==> config.mk <==
export PLATFORM = sky130hd
export DESIGN_NAME = ods_sequencer
export DESIGN_NICKNAME = d
export VERILOG_FILES = /design/src/hdl/ods_evt_trig.v /design/src/hdl/ods_sequencer.v
export VERILOG_INCLUDE_DIRS = /design/src /design/src/inc
export SDC_FILE = /design/constraint.sdc
export NUM_CORES = 1
export LEC_CHECK = 0
export ABC_AREA = 0
export BUFFER_PORTS_ARGS = -buffer_cell sky130_fd_sc_hd__buf_2
export CAP_MARGIN = 5
export CELL_PAD_IN_SITES_DETAIL_PLACEMENT = 2
export CELL_PAD_IN_SITES_GLOBAL_PLACEMENT = 2
export CORE_ASPECT_RATIO = 2
export CORE_MARGIN = 8
export CORE_UTILIZATION = 35
export DETAILED_ROUTE_END_ITERATION = 16
export GPL_ROUTABILITY_DRIVEN = 0
export HOLD_SLACK_MARGIN = 0.1
export PLACE_DENSITY_LB_ADDON = 0.1
export SYNTH_ARGS = -nofsm -noshare
export SYNTH_HDL_FRONTEND = slang
export SYNTH_SLANG_ARGS = --single-unit
==> constraint.sdc <==
create_clock -name clk -period 13.6 [get_ports clk]
set_input_delay 0.68 -clock clk [delete_from_list [all_inputs] [get_ports clk]]
set_output_delay 0.68 -clock clk [all_outputs]
set_load 0.01 [all_outputs]
==> src/inc/ods_regs.vh <==
// constants for the operation data sequencer
`ifndef ODS_REGS_VH
`define ODS_REGS_VH
`define ODS_CLK_NS 40
`define ODS_MS_NS 1000000
`define ODS_LINK_NONE 2'h0
`define ODS_LINK_MANUAL 2'h1
`define ODS_LINK_AUTO 2'h2
`define ODS_LINK_CONT 2'h3
`define ODS_NEXT_STOP 9'h100
`define ODS_NEXT_PLUS2 9'h1fe
`define ODS_NEXT_PLUS1 9'h1ff
`define ODS_TRG_OFF 4'h0
`define ODS_TRG_ON_CALC 4'h1
`define ODS_TRG_ON_MS 4'h2
`define ODS_TRG_OFF_CALC 4'h3
`define ODS_TRG_OFF_MS 4'h4
`define ODS_TRG_ON_EDGE 4'h5
`define ODS_TRG_OFF_EDGE 4'h6
`define ODS_TRG_ON_CUM 4'h7
`define ODS_TRG_OFF_CUM 4'h8
`define ODS_IO_W 16
`define ODS_CUR_MAX 10'h3e8
`define ODS_AREA_OFF_W 32'hffffffff
`endif

==> src/hdl/ods_evt_trig.v <==
// event trigger detector for one operation I/O event
`timescale 1ns/100ps
`include "ods_regs.vh"
module ods_evt_trig (
  // clock and reset
  input wire clk,
  input wire arst_n,
  // control
  input wire armed,
  input wire ms_tick,
  // event setup
  input wire [7:0] src,
  input wire [3:0] typ,
  input wire [15:0] cnt,
  // synchronised trigger I/O lines
  input wire [`ODS_IO_W-1:0] io_sync,
  // detection
  output wire fire
);
  reg [15:0] acc_ff;
  reg [15:0] nxt_acc;
  reg done_ff;
  reg nxt_done;
  reg lvl_d_ff;
  reg lvl;
  reg is_off;
  reg is_edge;
  reg is_cum;
  reg hit;
  wire [7:0] idx;

  assign idx = src - 8'h01;

  always @*
  begin
    is_off = (typ == `ODS_TRG_OFF_CALC) || (typ == `ODS_TRG_OFF_MS) ||
             (typ == `ODS_TRG_OFF_EDGE) || (typ == `ODS_TRG_OFF_CUM);
    is_edge = (typ == `ODS_TRG_ON_EDGE) || (typ == `ODS_TRG_OFF_EDGE);
    is_cum = (typ == `ODS_TRG_ON_CALC) || (typ == `ODS_TRG_OFF_CALC) ||
             (typ == `ODS_TRG_ON_CUM) || (typ == `ODS_TRG_OFF_CUM);
    lvl = 1'b0;
    if (src != 8'h00 && src <= `ODS_IO_W)
      lvl = io_sync[idx[3:0]] ^ is_off;
    hit = 1'b0;
    nxt_acc = acc_ff;
    if (is_edge)
    begin
      if (lvl && !lvl_d_ff)
      begin
        nxt_acc = acc_ff + 16'h0001;
        hit = (nxt_acc >= cnt);
      end
    end
    else
    begin
      // plain ms types restart when the level drops, cumulative ones keep counting
      if (!lvl && !is_cum)
        nxt_acc = 16'h0000;
      else if (lvl && ms_tick && acc_ff != 16'hffff)
        nxt_acc = acc_ff + 16'h0001;
      hit = lvl && (acc_ff >= cnt);
    end
    if (typ == `ODS_TRG_OFF || typ > `ODS_TRG_OFF_CUM)
      hit = 1'b0;
    nxt_done = done_ff | hit;
    if (!armed)
    begin
      nxt_acc = 16'h0000;
      nxt_done = 1'b0;
    end
  end

  assign fire = armed && hit && !done_ff;

  always @(posedge clk or negedge arst_n)
  begin
    if (!arst_n)
    begin
      acc_ff <= 16'h0000;
      done_ff <= 1'b0;
      lvl_d_ff <= 1'b0;
    end
    else
    begin
      acc_ff <= nxt_acc;
      done_ff <= nxt_done;
      // edge reference follows the line even when idle, so a held level is no edge
      lvl_d_ff <= lvl;
    end
  end
endmodule // ods_evt_trig

==> src/hdl/ods_sequencer.v <==
// operation data sequencer: entry selection, link chaining, event jumps
`timescale 1ns/100ps
`include "ods_regs.vh"
module ods_sequencer #(
  parameter MS_CYCLES = `ODS_MS_NS / `ODS_CLK_NS
) (
  // clock and reset
  input wire clk,
  input wire arst_n,
  // host pins, asynchronous
  input wire start_input,
  input wire sequential_start_input,
  input wire [7:0] direct_select_inputs,
  input wire [7:0] data_number_select_inputs,
  input wire [`ODS_IO_W-1:0] io_lines,
  // network selection, from same-clock logic
  input wire [15:0] network_selection_number,
  // configuration
  input wire dsel_start_en,
  input wire [63:0] dsel_map,
  // fields of the running entry
  input wire [1:0] ent_link,
  input wire [8:0] ent_next,
  input wire [15:0] ent_delay_ms,
  input wire [9:0] ent_op_current,
  input wire ent_push,
  input wire [31:0] ent_area_offset,
  input wire [31:0] ent_area_width,
  input wire ent_lo_evt_en,
  input wire ent_hi_evt_en,
  // fields of the entry's low event
  input wire [1:0] lo_link,
  input wire [8:0] lo_next,
  input wire [15:0] lo_dwell_ms,
  input wire [7:0] lo_src,
  input wire [3:0] lo_type,
  input wire [15:0] lo_count,
  // fields of the entry's high event
  input wire [1:0] hi_link,
  input wire [8:0] hi_next,
  input wire [15:0] hi_dwell_ms,
  input wire [7:0] hi_src,
  input wire [3:0] hi_type,
  input wire [15:0] hi_count,
  // motion profile generator
  input wire motion_done,
  input wire [31:0] motion_pos,
  output reg motion_start_ff,
  output reg motion_chain_ff,
  output reg motion_stop_req_ff,
  output reg [7:0] entry_num_ff,
  output reg [9:0] torque_limit_ff,
  // status
  output wire ready,
  output reg motion_area_output_ff
);
  localparam [4:0] ST_IDLE = 5'h01;
  localparam [4:0] ST_RUN = 5'h02;
  localparam [4:0] ST_DECEL = 5'h04;
  localparam [4:0] ST_WAIT = 5'h08;
  localparam [4:0] ST_HOLD = 5'h10;

  reg [4:0] state_ff;
  reg [4:0] nxt_state;
  reg [1:0] pend_link_ff;
  reg [1:0] nxt_pend_link;
  reg [8:0] pend_next_ff;
  reg [8:0] nxt_pend_next;
  reg [15:0] wait_ms_ff;
  reg [15:0] nxt_wait_ms;
  reg [31:0] pre_ff;
  reg [31:0] nxt_pre;
  reg man_pend_ff;
  reg nxt_man_pend;
  reg [7:0] nxt_entry;
  reg nxt_start;
  reg nxt_chain;
  reg [7:0] sel_num;
  reg [2:0] dsel_idx;
  reg [8:0] go_num;
  reg go_ok;
  reg [1:0] ev_link;
  reg [8:0] ev_next;
  reg [15:0] ev_dwell;
  reg [32:0] area_hi;
  reg area_in;
  integer i;

  // two-flop synchronisers for pins
  reg start_m_ff, start_s_ff, start_d_ff;
  reg sseq_m_ff, sseq_s_ff, sseq_d_ff;
  reg [7:0] dsel_m_ff, dsel_s_ff;
  reg dsel_one_d_ff;
  reg [7:0] msel_m_ff, msel_s_ff;
  reg [`ODS_IO_W-1:0] io_m_ff, io_s_ff;

  wire ms_tick;
  wire lo_fire;
  wire hi_fire;
  wire dsel_one;
  wire start_rise;
  wire sseq_rise;
  wire dsel_rise;
  wire go_req;

  always @(posedge clk or negedge arst_n)
  begin
    if (!arst_n)
    begin
      start_m_ff <= 1'b0;
      start_s_ff <= 1'b0;
      start_d_ff <= 1'b0;
      sseq_m_ff <= 1'b0;
      sseq_s_ff <= 1'b0;
      sseq_d_ff <= 1'b0;
      dsel_m_ff <= 8'h00;
      dsel_s_ff <= 8'h00;
      dsel_one_d_ff <= 1'b0;
      msel_m_ff <= 8'h00;
      msel_s_ff <= 8'h00;
      io_m_ff <= {`ODS_IO_W{1'b0}};
      io_s_ff <= {`ODS_IO_W{1'b0}};
    end
    else
    begin
      start_m_ff <= start_input;
      start_s_ff <= start_m_ff;
      start_d_ff <= start_s_ff;
      sseq_m_ff <= sequential_start_input;
      sseq_s_ff <= sseq_m_ff;
      sseq_d_ff <= sseq_s_ff;
      dsel_m_ff <= direct_select_inputs;
      dsel_s_ff <= dsel_m_ff;
      dsel_one_d_ff <= dsel_one;
      msel_m_ff <= data_number_select_inputs;
      msel_s_ff <= msel_m_ff;
      io_m_ff <= io_lines;
      io_s_ff <= io_m_ff;
    end
  end

  assign start_rise = start_s_ff && !start_d_ff;
  assign sseq_rise = sseq_s_ff && !sseq_d_ff;
  // exactly one bit set: nonzero and clearing the lowest bit leaves zero
  assign dsel_one = (dsel_s_ff != 8'h00) &&
                    ((dsel_s_ff & (dsel_s_ff - 8'h01)) == 8'h00);
  assign dsel_rise = dsel_one && !dsel_one_d_ff && dsel_start_en;
  assign ready = (state_ff == ST_IDLE) || (state_ff == ST_WAIT);
  assign go_req = start_rise || dsel_rise;

  // entry selection
  always @*
  begin
    dsel_idx = 3'h0;
    for (i = 0; i < 8; i = i + 1)
      if (dsel_s_ff[i])
        dsel_idx = i[2:0];
    if (network_selection_number[15:8] == 8'h00)
      sel_num = network_selection_number[7:0];
    else if (dsel_one)
      sel_num = dsel_map[dsel_idx*8 +: 8];
    else
      sel_num = msel_s_ff;
  end

  // next pointer decode, bit 8 set means a negative code
  function [8:0] ods_ptr;
    input [8:0] ptr;
    input [7:0] cur;
    begin
      if (!ptr[8])
        ods_ptr = {1'b1, ptr[7:0]};
      else if (ptr == `ODS_NEXT_PLUS1)
        ods_ptr = {1'b1, cur + 8'h01};
      else if (ptr == `ODS_NEXT_PLUS2)
        ods_ptr = {1'b1, cur + 8'h02};
      else
        ods_ptr = 9'h000;
    end
  endfunction

  // millisecond prescaler, free running only while timing
  always @(posedge clk or negedge arst_n)
  begin
    if (!arst_n)
      pre_ff <= 32'h0;
    else
      pre_ff <= nxt_pre;
  end

  always @*
  begin
    // restart on every state change so a delay or dwell is never cut short
    if ((state_ff != ST_HOLD && state_ff != ST_RUN) || nxt_state != state_ff)
      nxt_pre = 32'h0;
    else if (pre_ff >= MS_CYCLES - 1)
      nxt_pre = 32'h0;
    else
      nxt_pre = pre_ff + 32'h1;
  end

  assign ms_tick = (pre_ff >= MS_CYCLES - 1);

  ods_evt_trig u_lo_trig (
    .clk(clk),
    .arst_n(arst_n),
    // disarmed for the chain cycle so counts of the old entry are dropped
    .armed((state_ff == ST_RUN) && ent_lo_evt_en && !motion_chain_ff),
    .ms_tick(ms_tick),
    .src(lo_src),
    .typ(lo_type),
    .cnt(lo_count),
    .io_sync(io_s_ff),
    .fire(lo_fire)
  );

  ods_evt_trig u_hi_trig (
    .clk(clk),
    .arst_n(arst_n),
    .armed((state_ff == ST_RUN) && ent_hi_evt_en && !motion_chain_ff),
    .ms_tick(ms_tick),
    .src(hi_src),
    .typ(hi_type),
    .cnt(hi_count),
    .io_sync(io_s_ff),
    .fire(hi_fire)
  );

  // sequencing
  always @*
  begin
    nxt_state = state_ff;
    nxt_pend_link = pend_link_ff;
    nxt_pend_next = pend_next_ff;
    nxt_wait_ms = wait_ms_ff;
    nxt_man_pend = man_pend_ff;
    nxt_entry = entry_num_ff;
    nxt_start = 1'b0;
    nxt_chain = 1'b0;
    if (hi_fire)
    begin
      ev_link = hi_link;
      ev_next = hi_next;
      ev_dwell = hi_dwell_ms;
    end
    else
    begin
      ev_link = lo_link;
      ev_next = lo_next;
      ev_dwell = lo_dwell_ms;
    end
    go_num = ods_ptr(pend_next_ff, entry_num_ff);
    go_ok = go_num[8];
    case (state_ff)
      ST_IDLE, ST_WAIT:
      begin
        if (go_req)
        begin
          nxt_entry = sel_num;
          nxt_start = 1'b1;
          nxt_man_pend = 1'b0;
          nxt_state = ST_RUN;
        end
        else if (sseq_rise && man_pend_ff && go_ok)
        begin
          nxt_entry = go_num[7:0];
          nxt_start = 1'b1;
          nxt_man_pend = 1'b0;
          nxt_state = ST_RUN;
        end
      end
      ST_RUN:
      begin
        if ((hi_fire || lo_fire) && ev_link != `ODS_LINK_NONE)
        begin
          go_num = ods_ptr(ev_next, entry_num_ff);
          if (ev_link == `ODS_LINK_CONT)
          begin
            if (go_num[8])
            begin
              nxt_entry = go_num[7:0];
              nxt_chain = 1'b1;
            end
            else
              nxt_state = ST_DECEL;
            nxt_pend_link = `ODS_LINK_NONE;
            nxt_wait_ms = 16'h0000;
          end
          else
          begin
            nxt_pend_link = ev_link;
            nxt_pend_next = ev_next;
            nxt_wait_ms = ev_dwell;
            nxt_state = ST_DECEL;
          end
        end
        else if (motion_done)
        begin
          go_num = ods_ptr(ent_next, entry_num_ff);
          if (ent_link == `ODS_LINK_CONT && go_num[8])
          begin
            nxt_entry = go_num[7:0];
            nxt_chain = 1'b1;
          end
          else
          begin
            nxt_pend_link = ent_link;
            nxt_pend_next = ent_next;
            nxt_wait_ms = ent_delay_ms;
            nxt_state = ST_HOLD;
          end
        end
      end
      ST_DECEL:
      begin
        if (motion_done)
          nxt_state = ST_HOLD;
      end
      ST_HOLD:
      begin
        if (wait_ms_ff != 16'h0000)
        begin
          if (ms_tick)
            nxt_wait_ms = wait_ms_ff - 16'h0001;
        end
        else if (pend_link_ff == `ODS_LINK_AUTO && go_ok)
        begin
          nxt_entry = go_num[7:0];
          nxt_start = 1'b1;
          nxt_state = ST_RUN;
        end
        else if (pend_link_ff == `ODS_LINK_MANUAL && go_ok)
        begin
          nxt_man_pend = 1'b1;
          nxt_state = ST_WAIT;
        end
        else
          nxt_state = ST_IDLE;
      end
      default:
        nxt_state = ST_IDLE;
    endcase
  end

  // area window; an all-ones width disables the output
  always @*
  begin
    area_hi = {ent_area_offset[31], ent_area_offset} +
              {ent_area_width[31], ent_area_width};
    area_in = (ent_area_width != `ODS_AREA_OFF_W) &&
              ($signed(motion_pos) >= $signed(ent_area_offset)) &&
              ($signed({motion_pos[31], motion_pos}) <= $signed(area_hi));
  end

  always @(posedge clk or negedge arst_n)
  begin
    if (!arst_n)
    begin
      state_ff <= ST_IDLE;
      pend_link_ff <= `ODS_LINK_NONE;
      pend_next_ff <= `ODS_NEXT_STOP;
      wait_ms_ff <= 16'h0000;
      man_pend_ff <= 1'b0;
      entry_num_ff <= 8'h00;
      motion_start_ff <= 1'b0;
      motion_chain_ff <= 1'b0;
      motion_stop_req_ff <= 1'b0;
      torque_limit_ff <= `ODS_CUR_MAX;
      motion_area_output_ff <= 1'b0;
    end
    else
    begin
      state_ff <= nxt_state;
      pend_link_ff <= nxt_pend_link;
      pend_next_ff <= nxt_pend_next;
      wait_ms_ff <= nxt_wait_ms;
      man_pend_ff <= nxt_man_pend;
      entry_num_ff <= nxt_entry;
      motion_start_ff <= nxt_start;
      motion_chain_ff <= nxt_chain;
      motion_stop_req_ff <= (nxt_state == ST_DECEL);
      // limit clamps at full scale so a bad field cannot exceed base current
      if (!ent_push)
        torque_limit_ff <= `ODS_CUR_MAX;
      else if (ent_op_current > `ODS_CUR_MAX)
        torque_limit_ff <= `ODS_CUR_MAX;
      else
        torque_limit_ff <= ent_op_current;
      motion_area_output_ff <= area_in && (state_ff == ST_RUN);
    end
  end
endmodule // ods_sequencer

==> flow_summary_export.csv <==
group,metric,value,unit
sta,rsz0062_at_grt,"no",
routing,post-route-drc-count,0,
setup_path,crit_fanout,41,
floorplan,placementRows,109,
sta,hold_viol_final,0,
global_routing,antenna_found_initial,7,
floorplan,ioPinCount,387,
floorplan,core,0.0441,mm2
sta,slew_headroom,0.206,
cells_and_area,fin_area,0.0188,mm2
routing,wl_per_cell,23.2,um
global_routing,grt_pass1_wl,96.5,mm
clock_network,htree_levels,4,
floorplan,die_w,165,um
setup_path,cp_top_family,"simple AND/OR/NAND/NOR gates",
sta,final.min_clock_period,6.86,ns
setup_path,worst-path-buf-inv,1,
sta,clock.fmax,146,MHz
power_and_ir_drop,switching_share,0.373,
cells_and_area,nets,2660,
logic_synthesis,synth_area,0.0155,mm2
sta,worstMarginPinSlew,1.19,ns
logic_synthesis,synthCells,1737,
clock_network,cts_buffers,17,
setup_path,crit_chain,"nand3_1, or2_2, nor2_1, and3_1, nand3_1, or2_2, nor2_1, xnor2_1, ha_1, nand4_1, or4_1, o32ai_1, o21bai_1, a211oi_4, buf_4, mux2_2, a21oi_1, a21oi_2, o21ai_0, o21ai_0",
floorplan,start_util,0.353,
global_routing,met3_usage,0.0351,
power_and_ir_drop,peakVddDrop,0.0910,mV
place,numPortBuffers,386,
place,placed_cell_area,0.0182,mm2
global_routing,grt_util_met1,0.212,
setup_path,crit_required,13.97,ns
logic_synthesis,yosys_warnings,0,
clock_network,cts_resized,0,
sta,min_period_over_period,0.505,
sta,drv_slew,0,
cells_and_area,layout-drive-gt1-share,0.237,
setup_path,worstPathArrival,7.23,ns
sta,holdWs,0.197,ns
setup_path,startpoint_type,"flip-flop",
setup_path,crit_type,"flip-flop to flip-flop",
clock_network,cts_max_path_buffers,2,
routing,drt_wl_total,62.7,mm
global_routing,overflow,0,
clock_network,cts_setup_buffers,0,
clock_network,clock_sinks,194,
global_routing,busiest_layer,"met2",
clock_network,worstSkewPairLatency,0.46,ns
setup_path,crit_path_end_kind,"flip-flop",
logic_synthesis,ys.flop_type,"dfrtp_1",
power_and_ir_drop,power_frac_seq,0.383,
power_and_ir_drop,combPwrFrac,0.343,
power_and_ir_drop,clockPowerShare,0.274,
clock_network,ctsHoldBuffers,0,
floorplan,dieArea,0.0518,mm2
clock_network,cts_tree,"yes",
power_and_ir_drop,power_density,103,mW/mm2
floorplan,die_h,314,um
clock_network,clk_pin_slew,0.08,ns
worst_hold_path,hold_path.class,"primary input to asynchronous set/reset pin",
sta,tns,0,ns
routing,drtAntennaViolNets,0,
logic_synthesis,synth_cell_type_count,86,
global_routing,use_met2,0.504,
routing,routed_via_density,5.62,
power_and_ir_drop,internal-power,1.22,mW
power_and_ir_drop,p_leak,9.11,nW
routing,drt_iter0_drc,375,
global_routing,grt_max_degree,72,
routing,vias,15200,
sta,setup_viol,0,
global_routing,grt.total_usage,0.242,
power_and_ir_drop,net-switching-power,725,uW
routing,dr.pass1.iters,4,
clock_network,cts_root_buf,"clkbuf_16",
flow_run,max-cap-violations,0,
logic_synthesis,ys_ff_latch,194,
outcome,outcome,"complete, no violations",
logic_synthesis,syn_avg_cell_area,8.94,um2
sta,clock-skew-final,0.0141,ns
logic_synthesis,postSynth.asyncResetShare,1.00,
place,dp_hpwl,53.9,mm
logic_synthesis,synth_edf_count,0,
cells_and_area,synthToLayoutAreaGrowth,20.9,%
setup_path,critical_path.max_stage_delay,0.92,ns
setup_path,slowest_stage,"a21oi_2",
place,dp.cells,2661,
global_routing,grt_pass1_vias,18000,
cells_and_area,fin_cells,2698,
logic_synthesis,ys_seq_area_frac,0.313,
==> area by class of cell <==
cell class                 count  area (um2)
tap                          555         694
timing repair buffer         401        2050
inverter                     121         454
multi-input combinational   1391       10100
fill                        5067       25300
clock buffer                  19         443
clock inverter                13         163
antenna                        4        10.0
sequential                   194        4860
==> layer usage <==
layer / share of wire / routed length (um) / vias up
met5: 0.00065 / 41 / -
met4: 0.043 / 2680 / 6
met3: 0.036 / 2260 / 123
met2: 0.60 / 37600 / 362
met1: 0.32 / 20100 / 7571
li1: - / - / 7091
==> worst register-to-register path, stage by stage, from the launching register on <==
cell      delay [ns]
dfrtp_1         0.45
nand3_1         0.17
or2_2           0.38
nor2_1          0.19
and3_1          0.23
nand3_1         0.15
or2_2           0.37
nor2_1          0.17
xnor2_1         0.13
ha_1            0.36
nand4_1         0.16
or4_1           0.51
o32ai_1         0.24
o21bai_1        0.20
a211oi_4        0.23
buf_4           0.53
mux2_2          0.70
a21oi_1         0.28
a21oi_2         0.92
o21ai_0         0.27
o21ai_0         0.14
==> logic make-up (layout without fill, tap and decap cells) <==
group                    count (synthesis)  in the layout  share of synthesized area
flip-flops                             194            194                      0.313
other                                    1             21                   0.000241
multiplexers                            85             85                     0.0742
adder cells (fa/ha/maj)                171            171                      0.138
AO/OA/AOI/OAI                          436            436                      0.181
buffers and inverters                  168            554                     0.0417
XOR/XNOR                               125            125                     0.0705
AND/OR/NAND/NOR                        557            557                      0.181
==> registers in the layout (all words and copies together) (netlist names), 9 cells and up <==
register and flops:
pre_ff 32, io_m_ff 16, io_s_ff 16, u_hi_trig.acc_ff 16, u_lo_trig.acc_ff 16, wait_ms_ff 16
torque_limit_ff 10, pend_next_ff 9
==> synthesized netlist by cell type (11+ instances only) <==
library cell / n / area [um2]
nand2b_1: 33 / 206
ha_1: 169 / 2110
a21oi_1: 125 / 626
nor3_1: 34 / 170
xnor2_1: 64 / 561
mux2_2: 14 / 158
xor2_1: 61 / 534
nand2_1: 99 / 372
a21o_1: 43 / 323
nor2_1: 172 / 646
o21ai_0: 99 / 495
nor2b_1: 12 / 75.1
clkbuf_1: 34 / 128
nand4_1: 45 / 282
o31ai_1: 11 / 82.6
nand3_1: 36 / 180
or4_1: 13 / 97.6
inv_1: 120 / 450
o21a_1: 15 / 113
o211ai_1: 14 / 105
and3_1: 30 / 188
dfrtp_1: 186 / 4650
mux2i_1: 47 / 470
nor4_1: 25 / 156
mux4_2: 22 / 495
==> placed cells by master, fill, tap and decap left out, types with 14 or more instances in the layout <==
| cell | count |
|---|---|
| nor2_1 | 172 |
| nand2b_1 | 33 |
| mux4_2 | 22 |
| conb_1 | 17 |
| ha_1 | 169 |
| mux2i_1 | 47 |
| clkbuf_16 | 17 |
| nand3_1 | 36 |
| xor2_1 | 61 |
| xnor2_1 | 64 |
| o21a_1 | 15 |
| mux2_2 | 14 |
| buf_4 | 15 |
| o21ai_0 | 99 |
| nor4_1 | 25 |
| nand2_1 | 99 |
| dfrtp_1 | 186 |
| nor3_1 | 34 |
| o211ai_1 | 14 |
| a21oi_1 | 125 |
| inv_1 | 120 |
| buf_2 | 385 |
| and3_1 | 30 |
| a21o_1 | 43 |
| nand4_1 | 45 |
==> path summary, 6_finish.rpt <==
check | start | cells past startpoint | end | slack [ns]
setup / recovery | u_hi_trig.acc_ff[2]$_DFFE_PN0P_ | 20 | wait_ms_ff[2]$_DFFE_PN0P_ | 6.74
hold / removal | arst_n | 1 | u_lo_trig.acc_ff[0]$_DFFE_PN0P_ | 0.20
setup reg to reg | u_hi_trig.acc_ff[2]$_DFFE_PN0P_ | 20 | wait_ms_ff[2]$_DFFE_PN0P_ | 6.74
hold reg to reg | msel_m_ff[5]$_DFF_PN0_ | 0 | msel_s_ff[5]$_DFF_PN0_ | 0.35
max in group asynchronous | arst_n | 2 | pend_next_ff[2]$_DFFE_PN0P_ | 11.99
min in group clk | io_lines[0] | 1 | io_m_ff[0]$_DFF_PN0_ | 0.33
==> power groups by stage <==
stage | sequential [mW] | clock, mW | combinational (mW)
3_3_place_gp | 0.747 | 0 | 0.632
5_1_grt | 0.754 | 0.566 | 0.738
6_report | 0.744 | 0.532 | 0.665
2_1_floorplan | 0.711 | 0 | 0.422
3_5_place_dp | 0.754 | 0 | 0.664
4_1_cts | 0.744 | 0.548 | 0.672
==> stage by stage <==
stage / setup slack, ns / total power, mW / utilization
after CTS: 6.56 / 1.96 / 0.426
after global placement: 7.08 / 1.38 / 0.412
after floorplan: 8.59 / 1.13 / -
final: 6.74 / 1.94 / 0.426
after global routing: 6.15 / 2.06 / 0.426
after detailed placement: 6.60 / 1.42 / 0.412
(Power assumes the default switching activity.)
